**config.mk**
```make
export PLATFORM = sky130hd
export DESIGN_NAME = wdt_sleep_ctl
export DESIGN_NICKNAME = d
export VERILOG_FILES = /design/src/design/wdt_sleep_pkg.sv /design/src/design/wdt_sleep_ctl.sv
export SDC_FILE = /design/constraint.sdc
export NUM_CORES = 1
export LEC_CHECK = 0
export BUFFER_PORTS_ARGS = -buffer_cell sky130_fd_sc_hd__buf_2
export CAP_MARGIN = 40
export CORE_UTILIZATION = 37
export CTS_CLUSTER_DIAMETER = 120
export DETAILED_ROUTE_END_ITERATION = 7
export SLEW_MARGIN = 10
export SYNTH_ARGS = -nofsm -noshare
export SYNTH_HDL_FRONTEND = slang
export SYNTH_SLANG_ARGS = --single-unit
```
**constraint.sdc**
```tcl
create_clock -name ref_clk -period 11.04 [get_ports ref_clk]
set_input_delay 0.552 -clock ref_clk [delete_from_list [all_inputs] [get_ports ref_clk]]
set_output_delay 0.552 -clock ref_clk [all_outputs]
set_load 0.05 [all_outputs]
```
**src/design/wdt_sleep_pkg.sv**
```systemverilog
// package for the watchdog / sleep-wake controller: register map, field positions, carriers
// assumes a single 250 MHz core clock and a classic wishbone master
package wdt_sleep_pkg;
	// register word addresses (printed offsets, not multiples of four: byte address = 4 * index)
	localparam logic [15:0] OPTION_IDX  = 16'h0081;
	localparam logic [15:0] OPTION_IDX2 = 16'h0181;
	localparam logic [15:0] CONFIG_IDX  = 16'h2007;
	localparam logic [15:0] STATUS_IDX  = 16'h0003;   // own choice: status flags
	localparam logic [15:0] INTCTL_IDX  = 16'h000B;   // own choice: interrupt control
	localparam logic [15:0] CMD_IDX     = 16'h0010;   // own choice: instruction strobes
	localparam int          ADDR_W      = 18;
	// option register fields
	localparam int OPT_ASSIGN   = 3;
	localparam int OPT_RATIO_LO = 0;
	localparam logic [7:0] OPTION_RST = 8'hFF;
	// configuration word fields
	localparam int CFG_WDT_EN = 2;
	localparam logic [7:0] CONFIG_RST = 8'hFF;
	// status fields
	localparam int ST_PD = 3;
	localparam int ST_TO = 4;
	// interrupt control fields
	localparam int IC_GLB_EN = 7;
	// command register bits
	localparam int CMD_WDCLR  = 0;
	localparam int CMD_SLEEP  = 1;
	localparam int CMD_RETINT = 2;
	// interrupt vector
	localparam logic [12:0] INT_VECTOR = 13'h0004;
	// input synchroniser depth
	localparam int SYNC_W = 3;
	// reset, wake and fetch events presented to the core
	typedef struct packed {
		logic wdtReset;    // full device reset, watchdog cause
		logic wakeUp;      // resume after sleep
		logic vectorTake;  // branch to interrupt vector after wake
		logic prefetchNext;// fetch pc+1 while sleeping
	} core_ctl_t;
	typedef enum logic [2:0] {
		RUN   = 3'b001,
		SLEEP = 3'b010,
		WAKE  = 3'b100
	} mode_t;
endpackage : wdt_sleep_pkg

```
**src/design/wdt_sleep_ctl.sv**
```systemverilog
// watchdog, shared scaler and sleep/wake control, wishbone register slave
// assumes wdt oscillator, master clear and interrupt requests arrive asynchronously
// What this block does
// [RQ1] watchdog counts on its own oscillator
// [RQ2] expiry while running causes watchdog reset
// [RQ3] expiry while asleep wakes, no reset
// [RQ4] expiry while running or asleep clears time-out flag
// [RQ5] configuration enable bit disables watchdog
// [RQ6] one scaler shared, select and ratio
// [RQ7] clear and sleep reset count, postscaler
// [RQ8] clear zeroes scaler only when assigned to watchdog, keeps assignment select
// [RQ9] sleep clears watchdog and pdFlag, sets toFlag, stops oscillator
// [RQ10] port drive state frozen during sleep
// [RQ11] master clear resets; others resume execution
// [RQ12] power-down flag set at power-up, cleared by sleep
// [RQ13] only clockless interrupt sources wake sleep
// [RQ14] sleep prefetches next program address
// [RQ15] individual enable wakes; global enable ignored
// [RQ16] after wake, branch to vector if enabled
// [RQ17] pending interrupt makes sleep a no-op
// [RQ18] late interrupt: sleep completes, then wakes
// [RQ19] software should clear watchdog before sleep
// [RQ20] global enable gates interrupts, reset clears
// [RQ21] base time-out period is a parameter
`timescale 1ns/10ps
module wdt_sleep_ctl
	import wdt_sleep_pkg::*;
#(
	parameter int BASE_PERIOD = 4608,   // oscillator cycles per base time-out
	parameter int NUM_IRQ     = 8,      // interrupt sources
	parameter int PORT_W      = 8       // port pins held during sleep
)(
	input  wire logic                  ref_clk,
	input  wire logic                  rst,
	// wishbone classic slave
	input  wire logic                  wbCyc,
	input  wire logic                  wbStb,
	input  wire logic                  wbWe,
	input  wire logic [ADDR_W-1:0]     wbAdr,
	input  wire logic [3:0]            wbSel,
	input  wire logic [31:0]           wbDatI,
	output logic      [31:0]           wbDatO,
	output logic                       wbAck,
	// asynchronous inputs
	input  wire logic                  wdtOscIn,
	input  wire logic                  masterClearPinN,
	input  wire logic [NUM_IRQ-1:0]    irqFlags,
	input  wire logic [NUM_IRQ-1:0]    irqEnables,
	input  wire logic [NUM_IRQ-1:0]    irqClockless,
	// port drive from the core
	input  wire logic [PORT_W-1:0]     portOut,
	input  wire logic [PORT_W-1:0]     portOe,
	input  wire logic [12:0]           pcNow,
	// to the core and pins
	output logic [PORT_W-1:0]          portOutHeld,
	output logic [PORT_W-1:0]          portOeHeld,
	output logic                       mainOscEnable,
	output logic                       deviceReset,
	output logic                       timer0ScalerTick,
	output logic [12:0]                fetchAddr,
	output core_ctl_t                  coreCtl
);
	// counter width for the base period
	localparam int CNT_W = $clog2(BASE_PERIOD + 1);
	localparam logic [CNT_W-1:0] CNT_LAST = CNT_W'(BASE_PERIOD - 1);

	// all state in one struct
	typedef struct packed {
		logic [SYNC_W-1:0]       oscSync;     // wdt oscillator synchroniser
		logic [SYNC_W-1:0]       mrstSync;    // master clear synchroniser
		logic [NUM_IRQ-1:0]      irqS1;       // interrupt sync stage 1
		logic [NUM_IRQ-1:0]      irqS2;
		logic [NUM_IRQ-1:0]      irqS3;
		logic                    oscLevel;    // accepted oscillator level
		logic                    mrstLevel;   // accepted master clear level (low = reset)
		logic [NUM_IRQ-1:0]      irqLevel;
		logic [CNT_W-1:0]        wdtCount;
		logic [7:0]              scaler;      // shared prescaler / postscaler count
		logic [7:0]              option;
		logic [7:0]              cfgWord;     // model of the nonvolatile configuration word
		logic                    toFlag;      // high = no time-out
		logic                    pdFlag;      // high = no sleep executed
		logic                    globalEn;    // global interrupt enable
		mode_t                   mode;
		logic [PORT_W-1:0]       heldOut;
		logic [PORT_W-1:0]       heldOe;
		logic                    oscEn;
		logic                    devRst;
		logic                    t0Tick;
		logic [12:0]             fetch;
		core_ctl_t               ctl;
		logic [31:0]             datO;
		logic                    ack;
	} state_t;

	state_t cur_reg;
	state_t cur_next;

	// ratio decode, used by both scaler consumers
	function automatic logic scalerHit(input logic [7:0] cnt, input logic [2:0] ratio, input logic toWdt);
		logic [7:0] mask;
		mask = 8'hFF >> (3'h7 - ratio);
		if (toWdt)
			mask = mask >> 1;   // watchdog postscaler runs 1:1 at ratio 0
		scalerHit = ((cnt & mask) == mask);
	endfunction : scalerHit

	// byte address to register index
	function automatic logic [15:0] regIndex(input logic [ADDR_W-1:0] adr);
		regIndex = adr[ADDR_W-1:2];
	endfunction : regIndex

	// next-state logic
	always_comb
	begin
		logic        oscRise;
		logic        wdtOn;
		logic        toWdt;
		logic        baseDone;
		logic        expire;
		logic        doClear;
		logic        doSleep;
		logic        pendWake;
		logic        pendAny;
		logic        wbReq;
		logic [15:0] idx;
		logic [7:0]  wdat;
		oscRise  = 1'b0;
		wdtOn    = 1'b0;
		toWdt    = 1'b0;
		baseDone = 1'b0;
		expire   = 1'b0;
		doClear  = 1'b0;
		doSleep  = 1'b0;
		pendWake = 1'b0;
		pendAny  = 1'b0;
		wbReq    = 1'b0;
		idx      = 16'h0000;
		wdat     = 8'h00;
		cur_next = cur_reg;

		// synchronisers: change counts when stages 2 and 3 agree
		cur_next.oscSync  = {cur_reg.oscSync[SYNC_W-2:0], wdtOscIn};
		cur_next.mrstSync = {cur_reg.mrstSync[SYNC_W-2:0], masterClearPinN};
		cur_next.irqS1    = irqFlags & irqEnables;
		cur_next.irqS2    = cur_reg.irqS1;
		cur_next.irqS3    = cur_reg.irqS2;
		if (cur_reg.oscSync[1] == cur_reg.oscSync[2])
			cur_next.oscLevel = cur_reg.oscSync[2];
		if (cur_reg.mrstSync[1] == cur_reg.mrstSync[2])
			cur_next.mrstLevel = cur_reg.mrstSync[2];
		for (int i = 0; i < NUM_IRQ; i++)
			if (cur_reg.irqS2[i] == cur_reg.irqS3[i])
				cur_next.irqLevel[i] = cur_reg.irqS3[i];

		// one-cycle outputs default low
		cur_next.ctl    = '0;
		cur_next.devRst = 1'b0;
		cur_next.t0Tick = 1'b0;
		cur_next.ack    = 1'b0;

		// watchdog on the oscillator's own edges, free of the main clock
		oscRise  = cur_next.oscLevel & ~cur_reg.oscLevel;                                   // RQ1
		wdtOn    = cur_reg.cfgWord[CFG_WDT_EN];                                              // RQ5
		toWdt    = cur_reg.option[OPT_ASSIGN];                                               // RQ6
		baseDone = oscRise && (cur_reg.wdtCount == CNT_LAST);                                // RQ21
		// interrupts: individual enables only, global enable not consulted for wake
		pendAny  = |cur_reg.irqLevel;                                                        // RQ15
		// asleep only clockless sources count
		pendWake = |(cur_reg.irqLevel & irqClockless);                                       // RQ13

		// wishbone decode
		wbReq = wbCyc && wbStb && !cur_reg.ack;
		idx   = regIndex(wbAdr);
		wdat  = wbSel[0] ? wbDatI[7:0] : 8'h00;
		if (wbReq)
		begin
			cur_next.ack  = 1'b1;
			cur_next.datO = 32'h0000_0000;
			case (idx)
				OPTION_IDX, OPTION_IDX2: cur_next.datO[7:0] = cur_reg.option;
				CONFIG_IDX:  cur_next.datO[7:0] = cur_reg.cfgWord;
				STATUS_IDX:  cur_next.datO[7:0] = 8'({cur_reg.toFlag, cur_reg.pdFlag}) << ST_PD;
				INTCTL_IDX:  cur_next.datO[7:0] = 8'(cur_reg.globalEn) << IC_GLB_EN;
				default:     cur_next.datO = 32'h0000_0000;   // unmapped reads zero
			endcase
			if (wbWe && wbSel[0])
			begin
				case (idx)
					OPTION_IDX, OPTION_IDX2: cur_next.option = wdat;
					CONFIG_IDX:  cur_next.cfgWord = wdat;
					INTCTL_IDX:  cur_next.globalEn = wdat[IC_GLB_EN];                      // RQ20
					CMD_IDX:
					begin
						doClear = wdat[CMD_WDCLR];
						doSleep = wdat[CMD_SLEEP] && (cur_reg.mode == RUN);
						if (wdat[CMD_RETINT])
							cur_next.globalEn = 1'b1;
					end
					default: ;   // writes elsewhere ignored
				endcase
			end
		end

		// watchdog count and shared scaler
		if (toWdt)
		begin
			if (baseDone)
			begin
				cur_next.wdtCount = '0;
				cur_next.scaler   = cur_reg.scaler + 8'h01;
				expire = wdtOn && scalerHit(cur_reg.scaler, cur_reg.option[OPT_RATIO_LO +: 3], 1'b1);
				if (expire)
					cur_next.scaler = 8'h00;
			end
			else if (oscRise)
				cur_next.wdtCount = cur_reg.wdtCount + CNT_W'(1);
		end
		else
		begin
			// timer0 prescaler, counted on the core clock in this model
			cur_next.scaler = cur_reg.scaler + 8'h01;
			cur_next.t0Tick = scalerHit(cur_reg.scaler, cur_reg.option[OPT_RATIO_LO +: 3], 1'b0);
			if (baseDone)
				cur_next.wdtCount = '0;
			else if (oscRise)
				cur_next.wdtCount = cur_reg.wdtCount + CNT_W'(1);
			expire = wdtOn && baseDone;
		end
		if (!wdtOn)
			cur_next.wdtCount = '0;                                                          // RQ5

		// clear instruction: count and, if assigned, postscaler; select kept
		if (doClear)
		begin
			cur_next.wdtCount = '0;                                                          // RQ7
			if (toWdt)
				cur_next.scaler = 8'h00;                                                     // RQ8
			cur_next.toFlag = 1'b1;
			cur_next.pdFlag = 1'b1;
		end

		// sleep entry
		if (doSleep)
		begin
			if (pendAny)
			begin
				// pending enabled interrupt: sleep is a no-op
				cur_next.mode = RUN;                                                         // RQ17
			end
			else
			begin
				cur_next.wdtCount = '0;                                                      // RQ7 RQ9
				if (toWdt)
					cur_next.scaler = 8'h00;                                                 // RQ7
				cur_next.pdFlag = 1'b0;                                                      // RQ9 RQ12
				cur_next.toFlag = 1'b1;                                                      // RQ9
				cur_next.oscEn  = 1'b0;                                                      // RQ9
				cur_next.heldOut = portOut;                                                  // RQ10
				cur_next.heldOe  = portOe;                                                   // RQ10
				cur_next.fetch   = pcNow + 13'h0001;                                         // RQ14
				cur_next.ctl.prefetchNext = 1'b1;                                            // RQ14
				cur_next.mode = SLEEP;
			end
		end

		// follow the core's ports when awake, freeze them asleep
		if (cur_reg.mode == RUN && !doSleep)
		begin
			cur_next.heldOut = portOut;
			cur_next.heldOe  = portOe;
			cur_next.fetch   = pcNow;
		end

		// mode sequencing
		case (cur_reg.mode)
			RUN:
			begin
				if (expire)
				begin
					cur_next.devRst = 1'b1;                                                  // RQ2
					cur_next.ctl.wdtReset = 1'b1;                                            // RQ2
					cur_next.toFlag = 1'b0;                                                  // RQ4
					cur_next.globalEn = 1'b0;                                                // RQ20
				end
			end
			SLEEP:
			begin
				// sleep already complete: late interrupt wakes at once
				if (expire)
				begin
					cur_next.toFlag = 1'b0;                                                  // RQ3 RQ4
					cur_next.mode   = WAKE;                                                  // RQ3 RQ11
				end
				else if (pendWake)
					cur_next.mode = WAKE;                                                    // RQ11 RQ18
			end
			WAKE:
			begin
				cur_next.oscEn = 1'b1;
				cur_next.ctl.wakeUp = 1'b1;                                                  // RQ11
				// prefetched instruction runs first, then vector if globally enabled
				cur_next.ctl.vectorTake = cur_reg.globalEn && pendAny;                       // RQ16
				if (cur_reg.globalEn && pendAny)
					cur_next.fetch = INT_VECTOR;                                             // RQ16
				cur_next.mode = RUN;
			end
			default: cur_next.mode = RUN;
		endcase

		// master clear: the only wake source that resets
		if (!cur_reg.mrstLevel)
		begin
			cur_next.devRst   = 1'b1;                                                        // RQ11
			cur_next.mode     = RUN;
			cur_next.oscEn    = 1'b1;
			cur_next.globalEn = 1'b0;                                                        // RQ20
			cur_next.wdtCount = '0;
			cur_next.scaler   = 8'h00;
			cur_next.option   = OPTION_RST;
		end
	end

	// state register
	always_ff @(posedge ref_clk or posedge rst)
	begin
		if (rst)
		begin
			cur_reg          <= '0;
			cur_reg.mrstSync <= '1;
			cur_reg.mrstLevel <= 1'b1;
			cur_reg.option   <= OPTION_RST;
			cur_reg.cfgWord  <= CONFIG_RST;
			cur_reg.toFlag   <= 1'b1;   // power-up: both flags set
			cur_reg.pdFlag   <= 1'b1;   // RQ12
			cur_reg.globalEn <= 1'b0;   // RQ20
			cur_reg.mode     <= RUN;
			cur_reg.oscEn    <= 1'b1;
		end
		else
			cur_reg <= cur_next;
	end

	// outputs straight from flops
	assign wbDatO           = cur_reg.datO;
	assign wbAck            = cur_reg.ack;
	assign portOutHeld      = cur_reg.heldOut;
	assign portOeHeld       = cur_reg.heldOe;
	assign mainOscEnable    = cur_reg.oscEn;
	assign deviceReset      = cur_reg.devRst;
	assign timer0ScalerTick = cur_reg.t0Tick;
	assign fetchAddr        = cur_reg.fetch;
	assign coreCtl          = cur_reg.ctl;
endmodule : wdt_sleep_ctl

```
* Word level (Yosys, flattened, before mapping)
Cells that the tools add are included.
Word-level totals: bits in registers 128, input bits 114, output and inout port bits 69, word-level logic and storage cells 156
Operators by class: $add $sub $neg 4, equality and inequality tests 28, shift operators 1, muxes and demuxes 62, bitwise gates (word level) 6, reductions and logical operators 20
Operators with widths (number):
- $mux 13 | 8
- $mux 8 | 10
- $mux 21 | 3
- $mux 16 | 3
- $and 8x8->8 | 4
- $pmux 8 s4 | 1
- $mux 29 | 1
- $add 13x1->13 const B | 2
- $mux 1 | 23
- $mux 20 | 1
- $mux 17 | 1
- $eq 16x14->1 const B | 1
- $eq 16x2->1 const B | 1
- $eq 16x4->1 const B | 1
- $eq 16x5->1 const B | 1
- $eq 16x8->1 const B | 1
- $eq 16x9->1 const B | 1
- $eq 8x8->1 | 2
- $reduce_or 8->1 | 2
- $eq 13x13->1 const B | 1
- $mux 2 | 6
- $eq 1x1->1 | 10
- $logic_and 1x1->1 | 9
- $add 8x1->8 const B | 1
- 19 further kinds | 27

* Logic depth before layout (Yosys ltp)
word-level depth 18, gate-level depth with buffers 9, gate-level depth less buffers 7

* Worst setup path after synthesis
Ideal clock, no wire load.
path kind input port to flip-flop, from in wbAdr[14], to reg cur_reg (netlist bit fetchAddr[10]), library setup time 151 ps, data arrival time 2151 ps, data required time 10889 ps, path slack 8739 ps, stages 7, buffers on the path 1, cell sequence or3_4 -> nor4b_4 -> and4_1 -> a21oi_1 -> clkbuf_1 -> o211ai_1 -> a31oi_1
RTL lines:
- start, declared | RTL line wdt_sleep_ctl.sv:39 | input wire logic [ADDR_W-1:0] wbAdr,
- end signal, assigned | RTL line wdt_sleep_ctl.sv:341 | cur_reg <= cur_next;
- end, declared | RTL line wdt_sleep_ctl.sv:96 | state_t cur_reg;

==> impl_metrics.env <==
export IMPL_post_cts_setup_buffers=0
export IMPL_seqPwrFrac_pct=44.5
export IMPL_powerDensity_mw_per_mm2=153
export IMPL_drive_gt1_share_pct=28.6
export IMPL_io_buffers=129
export IMPL_slew_violations=0
export IMPL_clkSinkCount=128
export IMPL_root_buffer="clkbuf_16"
export IMPL_finish_net_count=842
export IMPL_final_period_utilization_pct=26.5
export IMPL_critPathBufInv=1
export IMPL_hold_violations=0
export IMPL_synthCells=633
export IMPL_critPathSlowestCell="nor4b_2"
export IMPL_final_cell_mix="buf_2 (129), nand2_1 (105), dfrtp_1 (104)"
export IMPL_syn_avg_cell_area_um2=9.84
export IMPL_core_mm2=0.0165
export IMPL_clk_latency_ns=0.42
export IMPL_dieArea_mm2=0.0174
export IMPL_synthArstFlopShare_pct=100
export IMPL_leakage_nw=3.41
export IMPL_grt_pass1_vias=4605
export IMPL_yosysSeqAreaShare_pct=51.9
export IMPL_area_growth_synth_to_final_pct=16.7
export IMPL_synth_compound_gate_area_share_pct=12.5
export IMPL_synth_top_family_by_area="simple AND/OR/NAND/NOR gates"
export IMPL_ys_flop_type="dfrtp_1"
export IMPL_cts_tree="yes"
export IMPL_synth_fa_ha_area_share_pct=2.21
export IMPL_netlist_area_leader_share_pct=41.8
export IMPL_rsz0062_at_grt="no"
export IMPL_layout_min_cycle_time_ns=2.92
export IMPL_synth_area_leaders="dfrtp_1 (42%), dfstp_2 (10%), buf_4 (8.0%)"
export IMPL_fin_area_mm2=0.00727
export IMPL_io_pins=183
export IMPL_die_w_um=132
export IMPL_path_max_fanout=18
export IMPL_gr_total_overflow=0
export IMPL_ys_ff_latch=128
export IMPL_mappedNetlistArea_mm2=0.00623
export IMPL_drtPass1Iterations=8
export IMPL_clkTransAtPathRegs_ns=0.06
export IMPL_yosysUniqueCellTypes=61
export IMPL_drt_iter0_markers=278
export IMPL_setup_tns_ns=0
export IMPL_die_h_um=132
export IMPL_hold_class="in -> reg"
export IMPL_fin_util_pct=44.0
export IMPL_postRouteAntennaNets=0
export IMPL_diodes=0
export IMPL_fmax_mhz=342
export IMPL_gp_congestion=0.822
export IMPL_critPathKind="reg -> reg"
export IMPL_yosys_area_top_type="dfrtp_1"
export IMPL_hpwl_mm=10.0
export IMPL_rows=47
export IMPL_violations="DRC"
export IMPL_post_dp_cell_area_mm2=0.00673
export IMPL_status="finished with violations"
export IMPL_drc=1
export IMPL_synth_simple_gate_area_share_pct=20.4
export IMPL_path_delay_family="simple AND/OR/NAND/NOR gates"
export IMPL_grt_max_degree=61
export IMPL_critPathArrivalTime_ns=3.17
export IMPL_crit_path_end_kind="flop"
export IMPL_synthMuxAreaShare_pct=0.161
export IMPL_layout_commonest_cell="buf_2"
export IMPL_worst_slew_pin_transition_ns=0.909
export IMPL_place_ws_ns=7.91
export IMPL_ir_drop_uv=106
export IMPL_critPathRequiredTime_ns=11.28
export IMPL_path_cells="nand3b_1 > nor4b_2 > and4_1 > a21oi_2 > buf_8 > o211ai_1 > a41oi_1"
export IMPL_wl_per_cell_um=14.4
export IMPL_htree_levels=4
export IMPL_setup_viol=0
export IMPL_drv_cap=0
export IMPL_cts_inserted_buffers=17
export IMPL_wirelength_mm=13.8
export IMPL_comb_power_share_pct=9.8
export IMPL_internal_power_uw=803
export IMPL_largest_reg_flops=63
export IMPL_switchingPower_uw=306
export IMPL_ctsHoldBuffers=0
export IMPL_switching_share_pct=27.6
export IMPL_antenna_found_initial=0
export IMPL_cts_resized=0
export IMPL_cts_buffer_depth=2
export IMPL_max_stage_delay_ns=0.65
export IMPL_initial_utilization_pct=37.7
export IMPL_max_slew_margin_rel_pct=39.0
export IMPL_skew_ns=0.0112
export IMPL_clockPowerShare_pct=45.7
export IMPL_grt_pass1_wl_mm=22.9
export IMPL_synth_warnings=0
export IMPL_grtUsageTotal_pct=16.6
export IMPL_synth_xor_area_share_pct=2.53
export IMPL_vias=4805
export IMPL_setup_ws_ns=8.12
export IMPL_start_kind="flop"
export IMPL_drt_vias_per_instance=5.02
export IMPL_synth_edf_count=0
-- cell usage after synthesis (all sizes together), types with 10 or more instances --
cell type,n
a21oi,27
a22oi,11
and2,13
and3,12
buf,72
clkbuf,12
dfrtp,104
dfstp,24
inv,15
maj3,10
nand2,106
nand3,24
nand4,12
nor2,44
o211ai,13
o21ai,31
xor2,11
-- area by class of cell --
cell class                 count  area, um^2
clock inverter                14         105
clock buffer                  18         429
sequential                   128        3230
tap                          220         275
fill                        1583        9260
inverter                      15        58.8
multi-input combinational    429        2450
timing repair buffer         134         714
-- worst paths after layout --
kind / from / endpoint / slack [ns] / depth (start not counted)
worst max-delay path: wbAck / fetchAddr[9] / 8.12 / 7
worst min-delay path: masterClearPinN / cur_next[147] / 0.22 / 1
worst max register to register: wbAck / fetchAddr[9] / 8.12 / 7
worst min register to register: cur_next[133] / cur_next[125] / 0.34 / 0
max in group asynchronous: rst / cur_reg[80] / 9.69 / 4
min in group asynchronous: rst / cur_next[134] / 0.24 / 2
-- power groups by stage --
| stage | clock network (mW) | logic, mW | registers [mW] |
|---|---|---|---|
| finish | 0.507 | 0.109 | 0.493 |
| detailed placement | 0 | 0.109 | 0.502 |
| floorplan | 0 | 0.0880 | 0.500 |
| global placement | 0 | 0.106 | 0.501 |
| global route | 0.544 | 0.118 | 0.495 |
| CTS | 0.521 | 0.109 | 0.494 |
-- metrics by stage --
| step | hold WS [ns] | cells | power, mW |
|---|---|---|---|
| final | 0.224 | 958 | 1.11 |
| after global routing | 0.203 | 958 | 1.16 |
| after CTS | 0.207 | 958 | 1.12 |
| after detailed placement | 0.335 | 926 | 0.611 |
| after global placement | 0.333 | 922 | 0.607 |
| after floorplan | 0.331 | 656 | 0.588 |
-- cells by family after synthesis --
group                      count (synthesis)
and+or+nand+nor                          255
muxes                                      1
xor gates and xnor gates                  18
adders and majority gates                 13
AOI/OAI and AO/OA                        118
DFF                                      128
buffers and inverters                     99
other                                      1
-- metal layers --
metal	share of wire, %	vias up	GRT usage (%)
met3	4.1	29	3.96
met4	2.4	0	8.66
met5	0	-	0
met1	46	2310	21.0
li1	-	2307	-
met2	48	159	26.4
Power figures use the tool's default switching activity.
